<file path="src/core/rail_regs_pkg.sv">
/*
 Constants, field layouts and carriers for the rail enable register bank.
 Assumes an upstream serial-bus front end that delivers decoded byte accesses.
*/
package rail_regs_pkg;
   localparam int unsigned ADDR_W = 8;
   localparam int unsigned DATA_W = 8;
   localparam int unsigned SLOT_W = 3;
   localparam int unsigned RAIL_N = 7;
   typedef logic [ADDR_W-1:0] addr_t;
   typedef logic [DATA_W-1:0] byte_t;
   typedef logic [SLOT_W-1:0] slot_t;
   localparam addr_t RAIL_ENABLE_CONTROL_OFS       = 8'h16;
   localparam addr_t LOCKOUT_THRESHOLD_CONTROL_OFS = 8'h18;
   localparam addr_t BUCK_STROBE_ASSIGN_A_OFS      = 8'h19;
   localparam byte_t RAIL_ENABLE_RESET   = 8'h00;
   localparam byte_t LOCKOUT_RESET       = 8'h00;
   localparam byte_t STROBE_ASSIGN_RESET = 8'h00;
   // Writable masks; reserved read-only bits are outside them
   localparam byte_t RAIL_ENABLE_WMASK   = 8'h7f;
   localparam byte_t LOCKOUT_WMASK       = 8'h07;
   localparam byte_t STROBE_ASSIGN_WMASK = 8'h77;
   localparam int unsigned SWITCH_A_BIT = 6;
   localparam int unsigned SWITCH_B_BIT = 5;
   localparam int unsigned BUCK_A_BIT   = 4;
   localparam int unsigned BUCK_B_BIT   = 3;
   localparam int unsigned BUCK_C_BIT   = 2;
   localparam int unsigned LINREG_A_BIT = 1;
   localparam int unsigned LINREG_B_BIT = 0;
   localparam int unsigned SLOT_A_LSB   = 4;
   localparam int unsigned SLOT_B_LSB   = 0;
   localparam int unsigned THRESH_LSB   = 0;
   localparam int unsigned THRESH_W     = 2;
   localparam slot_t SLOT_NONE = 3'h0;
   // Lockout thresholds in millivolts
   localparam int unsigned UVLO_MV_0 = 2730;
   localparam int unsigned UVLO_MV_1 = 2890;
   localparam int unsigned UVLO_MV_2 = 3180;
   localparam int unsigned UVLO_MV_3 = 3300;

   typedef struct packed {
      logic  wrEn;
      logic  rdEn;
      addr_t addr;
      byte_t wdata;
   } reg_req_s;

   typedef struct packed {
      logic switchAOn;
      logic switchBOn;
      logic buckAOn;
      logic buckBOn;
      logic buckCOn;
      logic linregAOn;
      logic linregBOn;
   } rail_on_s;
endpackage : rail_regs_pkg

</file>
<file path="src/core/rail_enable_sequence_regs.sv">
/*
 Rail enable, lockout threshold and buck strobe assignment registers.
 Assumes a serial-bus front end on sys_clk presents byte accesses and a
 password-unlock flag; the power request pin is asynchronous.
*/
// Behaviour
// - Rail enable at 0x16, reset zero, bit7 zero
// - Bit6 switch A, needs power pin high
// - Bit5 switch B, needs power pin high
// - Bits4..2 bucks A..C, need power pin
// - One enables; bits1,0 drive linear regulators directly
// - Writes refused unless password unlock granted
// - Lockout at 0x18 selects threshold bits1:0
// - Lockout bits7:3 read zero, bit2 writable
// - Strobe assign at 0x19: buck A 6:4, B 2:0
// - Code zero keeps rail outside sequencer
// - Codes one..seven enable at that strobe
// - Strobe assign bits 7 and 3 read zero
`timescale 1ns/1ps
module rail_enable_sequence_regs
   import rail_regs_pkg::*;
(
   // Clock and control
   input  wire logic                   sys_clk,
   input  wire logic                   reset,
   input  wire logic                   clkEn,
   // Register access from the serial front end
   input  wire rail_regs_pkg::reg_req_s regReq,
   input  wire logic                   writeUnlocked,
   output rail_regs_pkg::byte_t        rdData,
   output logic                        rdValid,
   output logic                        wrRejected,
   // Sequencer strobes
   input  wire logic                   seqRestart,
   input  wire logic                   strobeValid,
   input  wire rail_regs_pkg::slot_t   strobeStep,
   // Pin and rail controls
   input  wire logic                   power_request_pin,
   output rail_regs_pkg::rail_on_s     railOn,
   output logic [1:0]                  lockoutThresholdSel
);
   typedef struct packed {
      byte_t    railEnable;
      byte_t    lockout;
      byte_t    strobeAssign;
      logic     pinMeta;
      logic     pinSync;
      byte_t    rdData;
      logic     rdValid;
      logic     wrRejected;
      rail_on_s railOn;
   } regs_s;
   regs_s st_q, st_d;

   logic  buckASeqOn, buckBSeqOn, buckAOwned, buckBOwned;
   slot_t buckASlot, buckBSlot;

   assign buckASlot = st_q.strobeAssign[SLOT_A_LSB +: SLOT_W];
   assign buckBSlot = st_q.strobeAssign[SLOT_B_LSB +: SLOT_W];

   strobe_slot_gate u_gate_a (
      .sys_clk     (sys_clk),
      .reset       (reset),
      .clkEn       (clkEn),
      .seqRestart  (seqRestart),
      .strobeValid (strobeValid),
      .strobeStep  (strobeStep),
      .slot        (buckASlot),
      .seqOn       (buckASeqOn),
      .seqOwned    (buckAOwned)
   );

   strobe_slot_gate u_gate_b (
      .sys_clk     (sys_clk),
      .reset       (reset),
      .clkEn       (clkEn),
      .seqRestart  (seqRestart),
      .strobeValid (strobeValid),
      .strobeStep  (strobeStep),
      .slot        (buckBSlot),
      .seqOn       (buckBSeqOn),
      .seqOwned    (buckBOwned)
   );

   always_comb begin
      logic  pinHigh;
      logic  hit;
      byte_t rd;
      pinHigh = 1'b0;
      hit     = 1'b0;
      rd      = 8'h00;
      st_d    = st_q;
      // Pin is asynchronous: two flops before use
      st_d.pinMeta    = power_request_pin;
      st_d.pinSync    = st_q.pinMeta;
      pinHigh         = st_q.pinSync;
      st_d.rdValid    = 1'b0;
      st_d.wrRejected = 1'b0;

      unique case (regReq.addr)
         RAIL_ENABLE_CONTROL_OFS: begin
            hit = 1'b1;
            rd  = st_q.railEnable & RAIL_ENABLE_WMASK;
         end
         LOCKOUT_THRESHOLD_CONTROL_OFS: begin
            hit = 1'b1;
            rd  = st_q.lockout & LOCKOUT_WMASK;
         end
         BUCK_STROBE_ASSIGN_A_OFS: begin
            hit = 1'b1;
            rd  = st_q.strobeAssign & STROBE_ASSIGN_WMASK;
         end
         default: begin
            hit = 1'b0;
            rd  = 8'h00;
         end
      endcase

      if (regReq.rdEn) begin
         st_d.rdData  = rd;
         st_d.rdValid = 1'b1;
      end

      if (regReq.wrEn && hit) begin
         if (!writeUnlocked) begin
            st_d.wrRejected = 1'b1;
         end else begin
            unique case (regReq.addr)
               RAIL_ENABLE_CONTROL_OFS:
                  st_d.railEnable = regReq.wdata & RAIL_ENABLE_WMASK;
               LOCKOUT_THRESHOLD_CONTROL_OFS:
                  st_d.lockout = regReq.wdata & LOCKOUT_WMASK;
               BUCK_STROBE_ASSIGN_A_OFS:
                  st_d.strobeAssign = regReq.wdata & STROBE_ASSIGN_WMASK;
               default: ;
            endcase
         end
      end

      // Gated rails need both the pin and their bit; a sequencer-owned buck
      // also turns on at its strobe step while the pin is high.
      st_d.railOn.switchAOn = pinHigh && st_q.railEnable[SWITCH_A_BIT];
      st_d.railOn.switchBOn = pinHigh && st_q.railEnable[SWITCH_B_BIT];
      st_d.railOn.buckAOn   = pinHigh && (st_q.railEnable[BUCK_A_BIT]
                              || (buckAOwned && buckASeqOn));
      st_d.railOn.buckBOn   = pinHigh && (st_q.railEnable[BUCK_B_BIT]
                              || (buckBOwned && buckBSeqOn));
      st_d.railOn.buckCOn   = pinHigh && st_q.railEnable[BUCK_C_BIT];
      st_d.railOn.linregAOn = st_q.railEnable[LINREG_A_BIT];
      st_d.railOn.linregBOn = st_q.railEnable[LINREG_B_BIT];
   end

   always_ff @(posedge sys_clk) begin
      if (reset) begin
         st_q              <= '0;
         st_q.railEnable   <= RAIL_ENABLE_RESET;
         st_q.lockout      <= LOCKOUT_RESET;
         st_q.strobeAssign <= STROBE_ASSIGN_RESET;
      end else if (clkEn) begin
         st_q <= st_d;
      end
   end

   assign rdData              = st_q.rdData;
   assign rdValid             = st_q.rdValid;
   assign wrRejected          = st_q.wrRejected;
   assign railOn              = st_q.railOn;
   assign lockoutThresholdSel = st_q.lockout[THRESH_LSB +: THRESH_W];

   property p_locked_write_ignored;
      @(posedge sys_clk) disable iff (reset)
         (clkEn && regReq.wrEn && !writeUnlocked && regReq.addr == RAIL_ENABLE_CONTROL_OFS)
         |=> $stable(st_q.railEnable) && wrRejected;
   endproperty
   a_locked_write_ignored: assert property (p_locked_write_ignored)
      else $error("locked write took");

   property p_enable_write;
      @(posedge sys_clk) disable iff (reset)
         (clkEn && regReq.wrEn && writeUnlocked && regReq.addr == RAIL_ENABLE_CONTROL_OFS)
         |=> st_q.railEnable == ($past(regReq.wdata) & RAIL_ENABLE_WMASK);
   endproperty
   a_enable_write: assert property (p_enable_write) else $error("enable write lost");

   property p_bit7_zero;
      @(posedge sys_clk) disable iff (reset) !st_q.railEnable[7];
   endproperty
   a_bit7_zero: assert property (p_bit7_zero) else $error("reserved bit set");

   property p_switch_a_gate;
      @(posedge sys_clk) disable iff (reset)
         clkEn |=> railOn.switchAOn == $past(st_q.pinSync && st_q.railEnable[SWITCH_A_BIT]);
   endproperty
   a_switch_a_gate: assert property (p_switch_a_gate) else $error("switch A gating");

   property p_switch_b_gate;
      @(posedge sys_clk) disable iff (reset)
         railOn.switchBOn |-> $past(st_q.pinSync);
   endproperty
   a_switch_b_gate: assert property (p_switch_b_gate) else $error("switch B without pin");

   property p_buck_c_gate;
      @(posedge sys_clk) disable iff (reset)
         railOn.buckCOn |-> $past(st_q.pinSync) && $past(st_q.railEnable[BUCK_C_BIT]);
   endproperty
   a_buck_c_gate: assert property (p_buck_c_gate) else $error("buck C gating");

   property p_linreg_direct;
      @(posedge sys_clk) disable iff (reset)
         clkEn |=> railOn.linregAOn == $past(st_q.railEnable[LINREG_A_BIT]);
   endproperty
   a_linreg_direct: assert property (p_linreg_direct) else $error("linreg A mismatch");

   property p_lockout_read;
      @(posedge sys_clk) disable iff (reset)
         (clkEn && regReq.rdEn && regReq.addr == LOCKOUT_THRESHOLD_CONTROL_OFS)
         |=> rdValid && rdData[7:3] == 5'h00;
   endproperty
   a_lockout_read: assert property (p_lockout_read) else $error("lockout reserved set");

   property p_strobe_read;
      @(posedge sys_clk) disable iff (reset)
         (clkEn && regReq.rdEn && regReq.addr == BUCK_STROBE_ASSIGN_A_OFS)
         |=> !rdData[7] && !rdData[3];
   endproperty
   a_strobe_read: assert property (p_strobe_read) else $error("strobe reserved set");
endmodule : rail_enable_sequence_regs

</file>
<file path="src/core/strobe_slot_gate.sv">
/*
 Sequencer gate for one buck rail: turns the rail on when the running strobe
 step reaches the assigned slot. Assumes strobe steps come from same-clock logic.
*/
`timescale 1ns/1ps
module strobe_slot_gate
   import rail_regs_pkg::*;
(
   // Clock and control
   input  wire logic               sys_clk,
   input  wire logic               reset,
   input  wire logic               clkEn,
   // Sequencer
   input  wire logic               seqRestart,
   input  wire logic               strobeValid,
   input  wire rail_regs_pkg::slot_t strobeStep,
   input  wire rail_regs_pkg::slot_t slot,
   // Result
   output logic                    seqOn,
   output logic                    seqOwned
);
   typedef struct packed {
      logic on;
   } gate_s;
   gate_s st_q, st_d;

   always_comb begin
      st_d = st_q;
      if (slot == SLOT_NONE) begin
         st_d.on = 1'b0;
      end else if (seqRestart) begin
         st_d.on = 1'b0;
      end else if (strobeValid && strobeStep == slot) begin
         st_d.on = 1'b1;
      end
   end

   always_ff @(posedge sys_clk) begin
      if (reset) begin
         st_q <= '0;
      end else if (clkEn) begin
         st_q <= st_d;
      end
   end

   assign seqOn    = st_q.on;
   assign seqOwned = (slot != SLOT_NONE);

   property p_slot_fires;
      @(posedge sys_clk) disable iff (reset)
         (clkEn && strobeValid && !seqRestart && slot != SLOT_NONE && strobeStep == slot)
         |=> seqOn;
   endproperty
   a_slot_fires: assert property (p_slot_fires) else $error("slot strobe missed");

   property p_unassigned_off;
      @(posedge sys_clk) disable iff (reset)
         (clkEn && $stable(slot) && slot == SLOT_NONE) |=> !seqOn;
   endproperty
   a_unassigned_off: assert property (p_unassigned_off) else $error("unowned rail on");
endmodule : strobe_slot_gate

</file>
<file path="config.mk">
export PLATFORM = sky130hd
export DESIGN_NAME = rail_enable_sequence_regs
export DESIGN_NICKNAME = d
export VERILOG_FILES = /design/src/core/rail_regs_pkg.sv /design/src/core/rail_enable_sequence_regs.sv /design/src/core/strobe_slot_gate.sv
export SDC_FILE = /design/constraint.sdc
export NUM_CORES = 1
export LEC_CHECK = 0
export BUFFER_PORTS_ARGS = -buffer_cell sky130_fd_sc_hd__buf_2
export CAP_MARGIN = 25
export CORE_MARGIN = 10
export CORE_UTILIZATION = 49
export CTS_BUF_LIST = sky130_fd_sc_hd__clkbuf_2
export CTS_CLUSTER_DIAMETER = 100
export DETAILED_ROUTE_END_ITERATION = 8
export PLACE_DENSITY = 0.78
export SLEW_MARGIN = 20
export SYNTH_ARGS = -nofsm -noshare
export SYNTH_HDL_FRONTEND = slang
export SYNTH_SLANG_ARGS = --single-unit
</file>
<file path="constraint.sdc">
create_clock -name sys_clk -period 1 [get_ports sys_clk]
set_input_delay 0 -clock sys_clk [delete_from_list [all_inputs] [get_ports sys_clk]]
set_output_delay 0 -clock sys_clk [all_outputs]
set_load 0.02 [all_outputs]
</file>
# Word level (Yosys, flattened, before mapping)
# Cells that the tools add are included.
# word_totals
register_bits	36
inputBits	28
output_inout_bits	19
# classes
eq_ne	5
muxes	11
reduce_logical	25
# ops
op	n
== test 8 x 5 -> 1 bit (second input constant)	3
case mux 7 bit (3 select lines)	1
AND reduction 4 bit	3
nonzero test 3 bit	4
logical AND 1 bit	10
two-way mux 1 bit	10
== test 3 bit	2
logical NOT 3 bit	2
AND reduction 2 bit	3
OR reduction 3 bit	1
logical OR 1 bit	2

# Longest topological paths before layout
# Gate-level depths: netlist of run 1.
# depth
depth_word	5
depth_mapped	4
mapped_depth_nobuf	3

# By module
# From an unflattened synthesis of run 1, not the netlist that was laid out.
# unflattened
hier_cells	185
area_unflattened_um2	1724.2
# modules_own_cells
module	instances	cells_per_inst	area_each_um2
rail_enable_sequence_regs	1	167	1551.5
strobe_slot_gate	2	9	86.3

# Worst setup path after synthesis of run 1
# Ideal clock, no wire load.
# synth_path
path_type	input to register
startpoint	input regReq[13] (netlist name)
endpoint	register st_q, in the netlist buckBSlot[0]
setup_ns	0.072
arrival_ns	0.886
required_time_ns	0.928
setup_slack_ns	0.043
stages	4
path_cell_list	nor4b_4 and3_1 buf_6 mux2i_1
# synth_between
elab_chain_cells	5
elab_cells_between_ends	7
classes_between	eq/ne (3); mux (1); reduce/logical (3)
# synth_lines
item	line	text
start: declaration	rail_enable_sequence_regs.sv:28	input wire rail_regs_pkg::reg_req_s regReq,
== test 8 x 5 -> 1 bit, on equally long branches	rail_enable_sequence_regs.sv:100, rail_enable_sequence_regs.sv:128	
OR reduction 3 bit (no line)	-	
two-way mux 1 bit	rail_enable_sequence_regs.sv:100	unique case (regReq.addr)
logical AND 1 bit	rail_enable_sequence_regs.sv:124	if (regReq.wrEn && hit) begin
AND reduction 4 bit (no line) (*)	-	
end signal: assignment	rail_enable_sequence_regs.sv:160	st_q <= st_d;
end: declaration	rail_enable_sequence_regs.sv:53	regs_s st_q, st_d;
# Every way passes the cells marked *; elsewhere a longest branch is shown, timed or not.
# A chain may end at the register's enable or synchronous reset.

# Worst setup path after layout of run 1
# layout_path
startpoint	register st_q, in the netlist buckASlot[1]
endpoint	register u_gate_a.st_q, in the netlist u_gate_a.seqOn
# layout_between
elab_chain_cells	4
elab_cells_between_ends	6
classes_between	eq/ne (1); mux (1); reduce/logical (4)
# layout_lines
item	line	text
== test 3 bit	strobe_slot_gate.sv:33	end else if (strobeValid && strobeStep == slot) begin
logical AND 1 bit	strobe_slot_gate.sv:33	
nonzero test 3 bit (no line)	-	
AND reduction 2 bit (no line)	-	
end signal: assignment	strobe_slot_gate.sv:42	st_q <= st_d;
end: declaration	strobe_slot_gate.sv:25	gate_s st_q, st_d;
# Several ways; a longest one is shown, not always the timed one.

==> results of run 1 <==
stage by stage:
stage                TNS, ns  area [um^2]
floorplan                  0         1779
global placement      -1.147         2031
detailed placement    -2.199         2031
CTS                 -0.02816         2195
global route         -0.3715         2318
finish              -0.06113         2318
what timing repair did:
item,4_1_cts,5_1_grt
endpoints found under the hold margin,27,1
buffers inserted,0,4
cloned,0,0
resized for setup,4,22
hold buffers,12,1
setup endpoints to repair,5,9
pin swaps,2,12
per-layer routing:
metal	vias to the layer above	track usage [%]
met4	0	5.282
li1	751	-
met5	-	0
met1	715	16.11
met3	12	4.788
met2	40	23.19
worst max path at each step:
stage                               from                           to  slack (ns)  cells past startpoint
6_report       buckASlot[1]$_SDFFE_PP0P_  u_gate_a.seqOn$_SDFFE_PP0P_       -0.03                      4
5_1_grt        buckASlot[1]$_SDFFE_PP0P_  u_gate_a.seqOn$_SDFFE_PP0P_        -0.1                      4
4_1_cts        buckBSlot[0]$_SDFFE_PP0P_       railOn[3]$_SDFFE_PP0P_       -0.02                      3
3_5_place_dp                  regReq[13]        st_q[37]$_SDFFE_PP0P_       -0.16                      5
3_3_place_gp                  regReq[13]        st_q[40]$_SDFFE_PP0P_       -0.09                      5
2_1_floorplan                 regReq[13]    buckBSlot[0]$_SDFFE_PP0P_        0.04                      4
area by class of cell:
class	count	share of cell area, %
Multi-Input combinational cell	124	41.50
Sequential cell	36	31.57
Timing Repair Buffer	78	23.04
Clock buffer	5	1.079
Tap cell	46	2.482
Clock inverter	2	0.3238
cell families (layout without fill, tap and decap cells):
family	Yosys count	after routing	synth area share (%)
muxes	22	22	12.52
xor gates and xnor gates	6	6	2.954
and+or+nand+nor	64	64	22.22
AOI/OAI and AO/OA	31	31	11.81
buffers and inverters	25	85	9.774
DFF	36	36	40.51
other	1	1	0.2108
power breakdown:
group          switching (mW)  internal (mW)  leakage (nW)  total, mW
Combinational           0.137          0.170         0.703      0.307
Clock                   0.456          0.144        0.0239      0.601
Sequential            0.00516           1.44         0.294       1.44
Total                   0.599           1.75          1.02       2.35
sequential cells by signal, indices dropped and copies added, names as in the netlist:
name and count:
railOn 7, rdData 7, st_q 7, buckASlot 3, buckBSlot 3, st_d 3
lockoutThresholdSel 2, rdValid 1, u_gate_a.seqOn 1, u_gate_b.seqOn 1, wrRejected 1
Yosys cell counts:
cell type	count	area [um^2]
buf_2	1	5.000
conb_1	1	3.750
o21a_1	2	15.01
o211ai_1	3	22.52
mux2i_1	20	200.2
nor3_1	4	20.02
dfxtp_1	36	720.7
nor3b_1	1	7.510
clkbuf_1	4	15.01
nor2_1	5	18.77
mux2_2	2	22.52
a22oi_1	6	45.04
nor4b_1	1	8.760
a222oi_1	1	10.01
and3_1	3	18.77
a32oi_1	1	8.760
nor4b_4	1	23.77
and4bb_2	2	25.02
o2111ai_1	1	8.760
nand3_2	1	10.01
o21ai_0	5	25.02
o31a_1	2	17.52
buf_4	17	127.6
and3b_1	1	8.760
nand2_1	9	33.78
nand3_1	4	20.02
buf_1	1	3.750
a41oi_1	2	17.52
nor2b_1	1	6.260
and2_1	1	6.260
a21oi_1	8	40.04
nand2b_1	30	187.7
xnor2_1	6	52.55
buf_6	2	22.52
critical path, cell delays in order, from the launching register on:
cell and delay (ns):
dfxtp_1 0.34, buf_4 0.15, xnor2_2 0.17, a41oi_2 0.14
nor3_2 0.16
==> flow_summary.ini, run 1 <==
[route]
route.met2.wl_mm = 2.242
drt_iter0_drc = 67
drc = 0
routed-via-count = 1518
wl_per_cell_um = 15.50
vias_per_cell = 5.216
met1_length_mm = 1.850
wl_met3_um = 303
top_layer = met4
routed_wl_mm = 4.511
postRouteAntennaNets = 0
firstDrtPassIters = 4

[worst_setup_path]
critPathArrivalTime_ns = 1.33
worstReg2RegEnd = u_gate_a.seqOn$_SDFFE_PP0P_
critical_path_class = register to register
timing.reg2reg.setup_slack_ns = -0.03
critical_path.max_fanout = 4
cp-end-kind = register
timing.rr.start = buckASlot[1]$_SDFFE_PP0P_
r2r_cells = 4
crit_path_start_kind = register
worstPathRequired_ns = 1.31

[cells_and_area]
antenna_cells = 0
multi_input_area_um2 = 962.2
nNetsFinal = 273
layout_common_cells = 42 x buf_2, 30 x nand2b_1, 29 x dfxtp_1, 21 x buf_4, 20 x mux2i_1
drive_gt1_share_pct = 38.37
stdcell_count = 291
layout_commonest_cell = buf_2
post-route-util_pct = 67.88
regArea_um2 = 732.0
syn_to_final_growth_pct = 30.31
fillers = 292

[placed_design]
place_hpwl_mm = 3.322
place_congestion = 0.8190
dp_slack_ns = -0.1562
port_buffers = 44
place_inst = 268

[floorplanning]
die-area_um2 = 6442
pin_count = 47
die_y_um = 80.26
fp-row-count = 21
start_util_pct = 52.09
fp.coreArea_um2 = 3416
die_w_um = 80.26

[synthesis]
ys.warnings.count = 0
ys_types = 34
ys_seq_elements = 36
netlist_area_um2 = 1779
yosysSeqAreaShare_pct = 40.51
synth_nets = 213
syn_area_per_cell_um2 = 9.617
synth_cells = 185

[outcome]
outcome = finished with violations
failed_checks = setup timing

[pwr]
p_total_mw = 2.352
ir_drop_mv = 0.5876
leakage_nw = 1.021
cellPowerDensity_nw_per_um2 = 1015

[clock_tree]
cts_max_path_buffers = 2
cts_root_buf = clkbuf_2
cts_made_buffers = 5
cts_tree = yes
cts.sinks = 36
clk_transition_reported_paths_ns = 0.17
htree_levels = 2
worst_skew_pair.late_latency_ns = 0.37

[timing]
maxSlewViolCount = 0
final_hold_viol_count = 0
worst_slew_pin_slew_ns = 0.6134
fin_crit_ns = 1.026
setup_viol = 5
relSlewSlack_pct = 59.02
finalWorstSetupSlack_ns = -0.02598
fmax_mhz = 974.7
rsz0062_at_grt = true
period_share_pct = 102.6
holdWs_ns = 0.05835
fin_skew_ns = 0.009350

[min_path]
holdPathStages = 4
hold_class = input port to register
hold_end = rdData[0]$_SDFFE_PP0P_
min_from = regReq[10]

[global_routing]
grt_overflow = 0
track_usage_pct = 13.96
grt_pass1_wl_mm = 7.169
antenna_found_initial = 0
grt_max_degree = 28
grt_pass1_vias = 1521

[flow_run]
drv_cap = 0
(Power assumes the default switching activity.)
==> run 2, diff against run 1 <==
CELL_PAD_IN_SITES_DETAIL_PLACEMENT = 2   (was default)
CELL_PAD_IN_SITES_GLOBAL_PLACEMENT = 2   (was default)
CORE_UTILIZATION = 29   (was 49)
PLACE_DENSITY = default   (was 0.78)
PLACE_DENSITY_LB_ADDON = 0.1   (was default)
==> flow_summary.ini, run 2 (same netlist as run 1, synthesis figures left out) <==
[outcome]
outcome = finished with violations
failed_checks = setup timing

[global_routing]
grt_overflow = 0
track_usage_pct = 11.68
grt_pass1_vias = 1754
grt_max_degree = 27
met3_usage_pct = 3.876
met2_usage_pct = 19.21
antenna_found_initial = 0
busiest_layer = met2
grt_pass1_wl_mm = 9.321
met1_usage_pct = 14.24

[clock_tree]
htree_levels = 2
cts.sinks = 36
clk_transition_reported_paths_ns = 0.20
cts_root_buf = clkbuf_2
cts_max_path_buffers = 2
worst_skew_pair.late_latency_ns = 0.39
cts_made_buffers = 5
cts_tree = yes

[timing]
setup_viol = 2
fin_crit_ns = 1.042
period_share_pct = 104.2
holdWs_ns = 0.02308
final_hold_viol_count = 0
maxSlewViolCount = 0
rsz0062_at_grt = true
fmax_mhz = 959.3
finalWorstSetupSlack_ns = -0.04248
totalNegativeSetupSlack_ns = -0.07801
fin_skew_ns = 0.01252

[cells_and_area]
antenna_cells = 0
syn_to_final_growth_pct = 40.72
nNetsFinal = 283
layout_commonest_cell = buf_2
layout_common_cells = 36 x buf_2, 32 x buf_4, 30 x nand2b_1, 20 x mux2i_1, 18 x dfxtp_1
drive_gt1_share_pct = 45.31
fin_area_um2 = 2504

[placed_design]
port_buffers = 44
place_congestion = 0.8082
place_hpwl_mm = 4.401
dp_slack_ns = -0.1649
place_area_um2 = 2120

[worst_setup_path]
cp-end-kind = register
worstPathRequired_ns = 1.29
slowest_delay_ns = 0.38
path_cells = o31a_1, o211ai_1, a21oi_1
critical_path_class = register to register
critical_path.max_fanout = 3
critPathArrivalTime_ns = 1.33
crit_path_start_kind = register
cp_slowest_cell = dfxtp_2

[route]
wl_per_cell_um = 17.00
vias_per_cell = 4.713
drc = 0
routed_wl_mm = 5.627
routed-via-count = 1560
firstDrtPassIters = 5
postRouteAntennaNets = 0
drt_iter0_drc = 38

[floorplanning]
fp.coreArea_um2 = 5956
die_y_um = 98.33
pin_count = 47
start_util_pct = 29.87
die_w_um = 98.33
die-area_um2 = 9668
fp-row-count = 28

[pwr]
p_int_mw = 2.025
p_seq_share_pct = 53.5
leakage_nw = 1.083
switching_share_pct = 25.00
p_comb_share_pct = 11.3
p_switching_mw = 0.6752
ir_drop_mv = 0.5497
power_frac_clock_pct = 35.1
cellPowerDensity_nw_per_um2 = 1079

[min_path]
hold_class = input port to register

[flow_run]
drv_cap = 0
==> run 2: worst max-delay path: cells and delay by family, from the launching register on <==
kind               cells  cell delay (ns)
AOI/OAI and AO/OA      3             0.57
DFF                    1             0.38
==> run 2: worst paths after layout <==
check / start / to / slack (ns) / cells after the start
setup / recovery: buckBSlot[0]$_SDFFE_PP0P_ / railOn[3]$_SDFFE_PP0P_ / -0.04 / 3
hold / removal: strobeStep[0] / u_gate_a.seqOn$_SDFFE_PP0P_ / 0.02 / 4
setup reg to reg: buckBSlot[0]$_SDFFE_PP0P_ / railOn[3]$_SDFFE_PP0P_ / -0.04 / 3
hold reg to reg: rdData[0]$_SDFFE_PP0P_ / rdData[0]$_SDFFE_PP0P_ / 0.47 / 2
==> run 2: area by class of cell <==
type / instances / area [um^2]
Timing Repair Buffer: 88 / 635.6
Fill cell: 660 / 3452
Tap cell: 75 / 93.84
Clock buffer: 5 / 25.02
Sequential cell: 36 / 745.7
Clock inverter: 3 / 42.54
Multi-Input combinational cell: 124 / 960.9
==> run 2: repair_timing <==
action,4_1_cts,5_1_grt
pin swaps,4,7
hold endpoints to repair,23,1
cloned,0,0
buffers inserted,1,3
hold buffers,14,1
setup endpoints to repair,8,18
resized for setup,17,29
==> run 2: power by group through the flow <==
stage / registers [mW] / logic, mW / clock network, mW
finish: 1.45 / 0.306 / 0.948
floorplan: 1.48 / 0.117 / 0
global route: 1.45 / 0.334 / 1.06
CTS: 1.45 / 0.294 / 0.993
global placement: 1.48 / 0.237 / 0
detailed placement: 1.48 / 0.246 / 0
==> run 2: layer usage <==
| metal | vias up | share of wire [%] |
|---|---|---|
| met2 | 37 | 48 |
| met3 | 5 | 5.3 |
| met5 | - | 0 |
| met4 | 0 | 0.94 |
| li1 | 767 | - |
| met1 | 751 | 45 |
==> run 2: per-stage QoR <==
step	total power, mW	cells	util [%]
CTS	2.736	327	40.13
finish	2.700	331	42.04
global placement	1.715	304	35.59
floorplan	1.596	185	-
detailed placement	1.724	304	35.59
global route	2.839	331	42.04
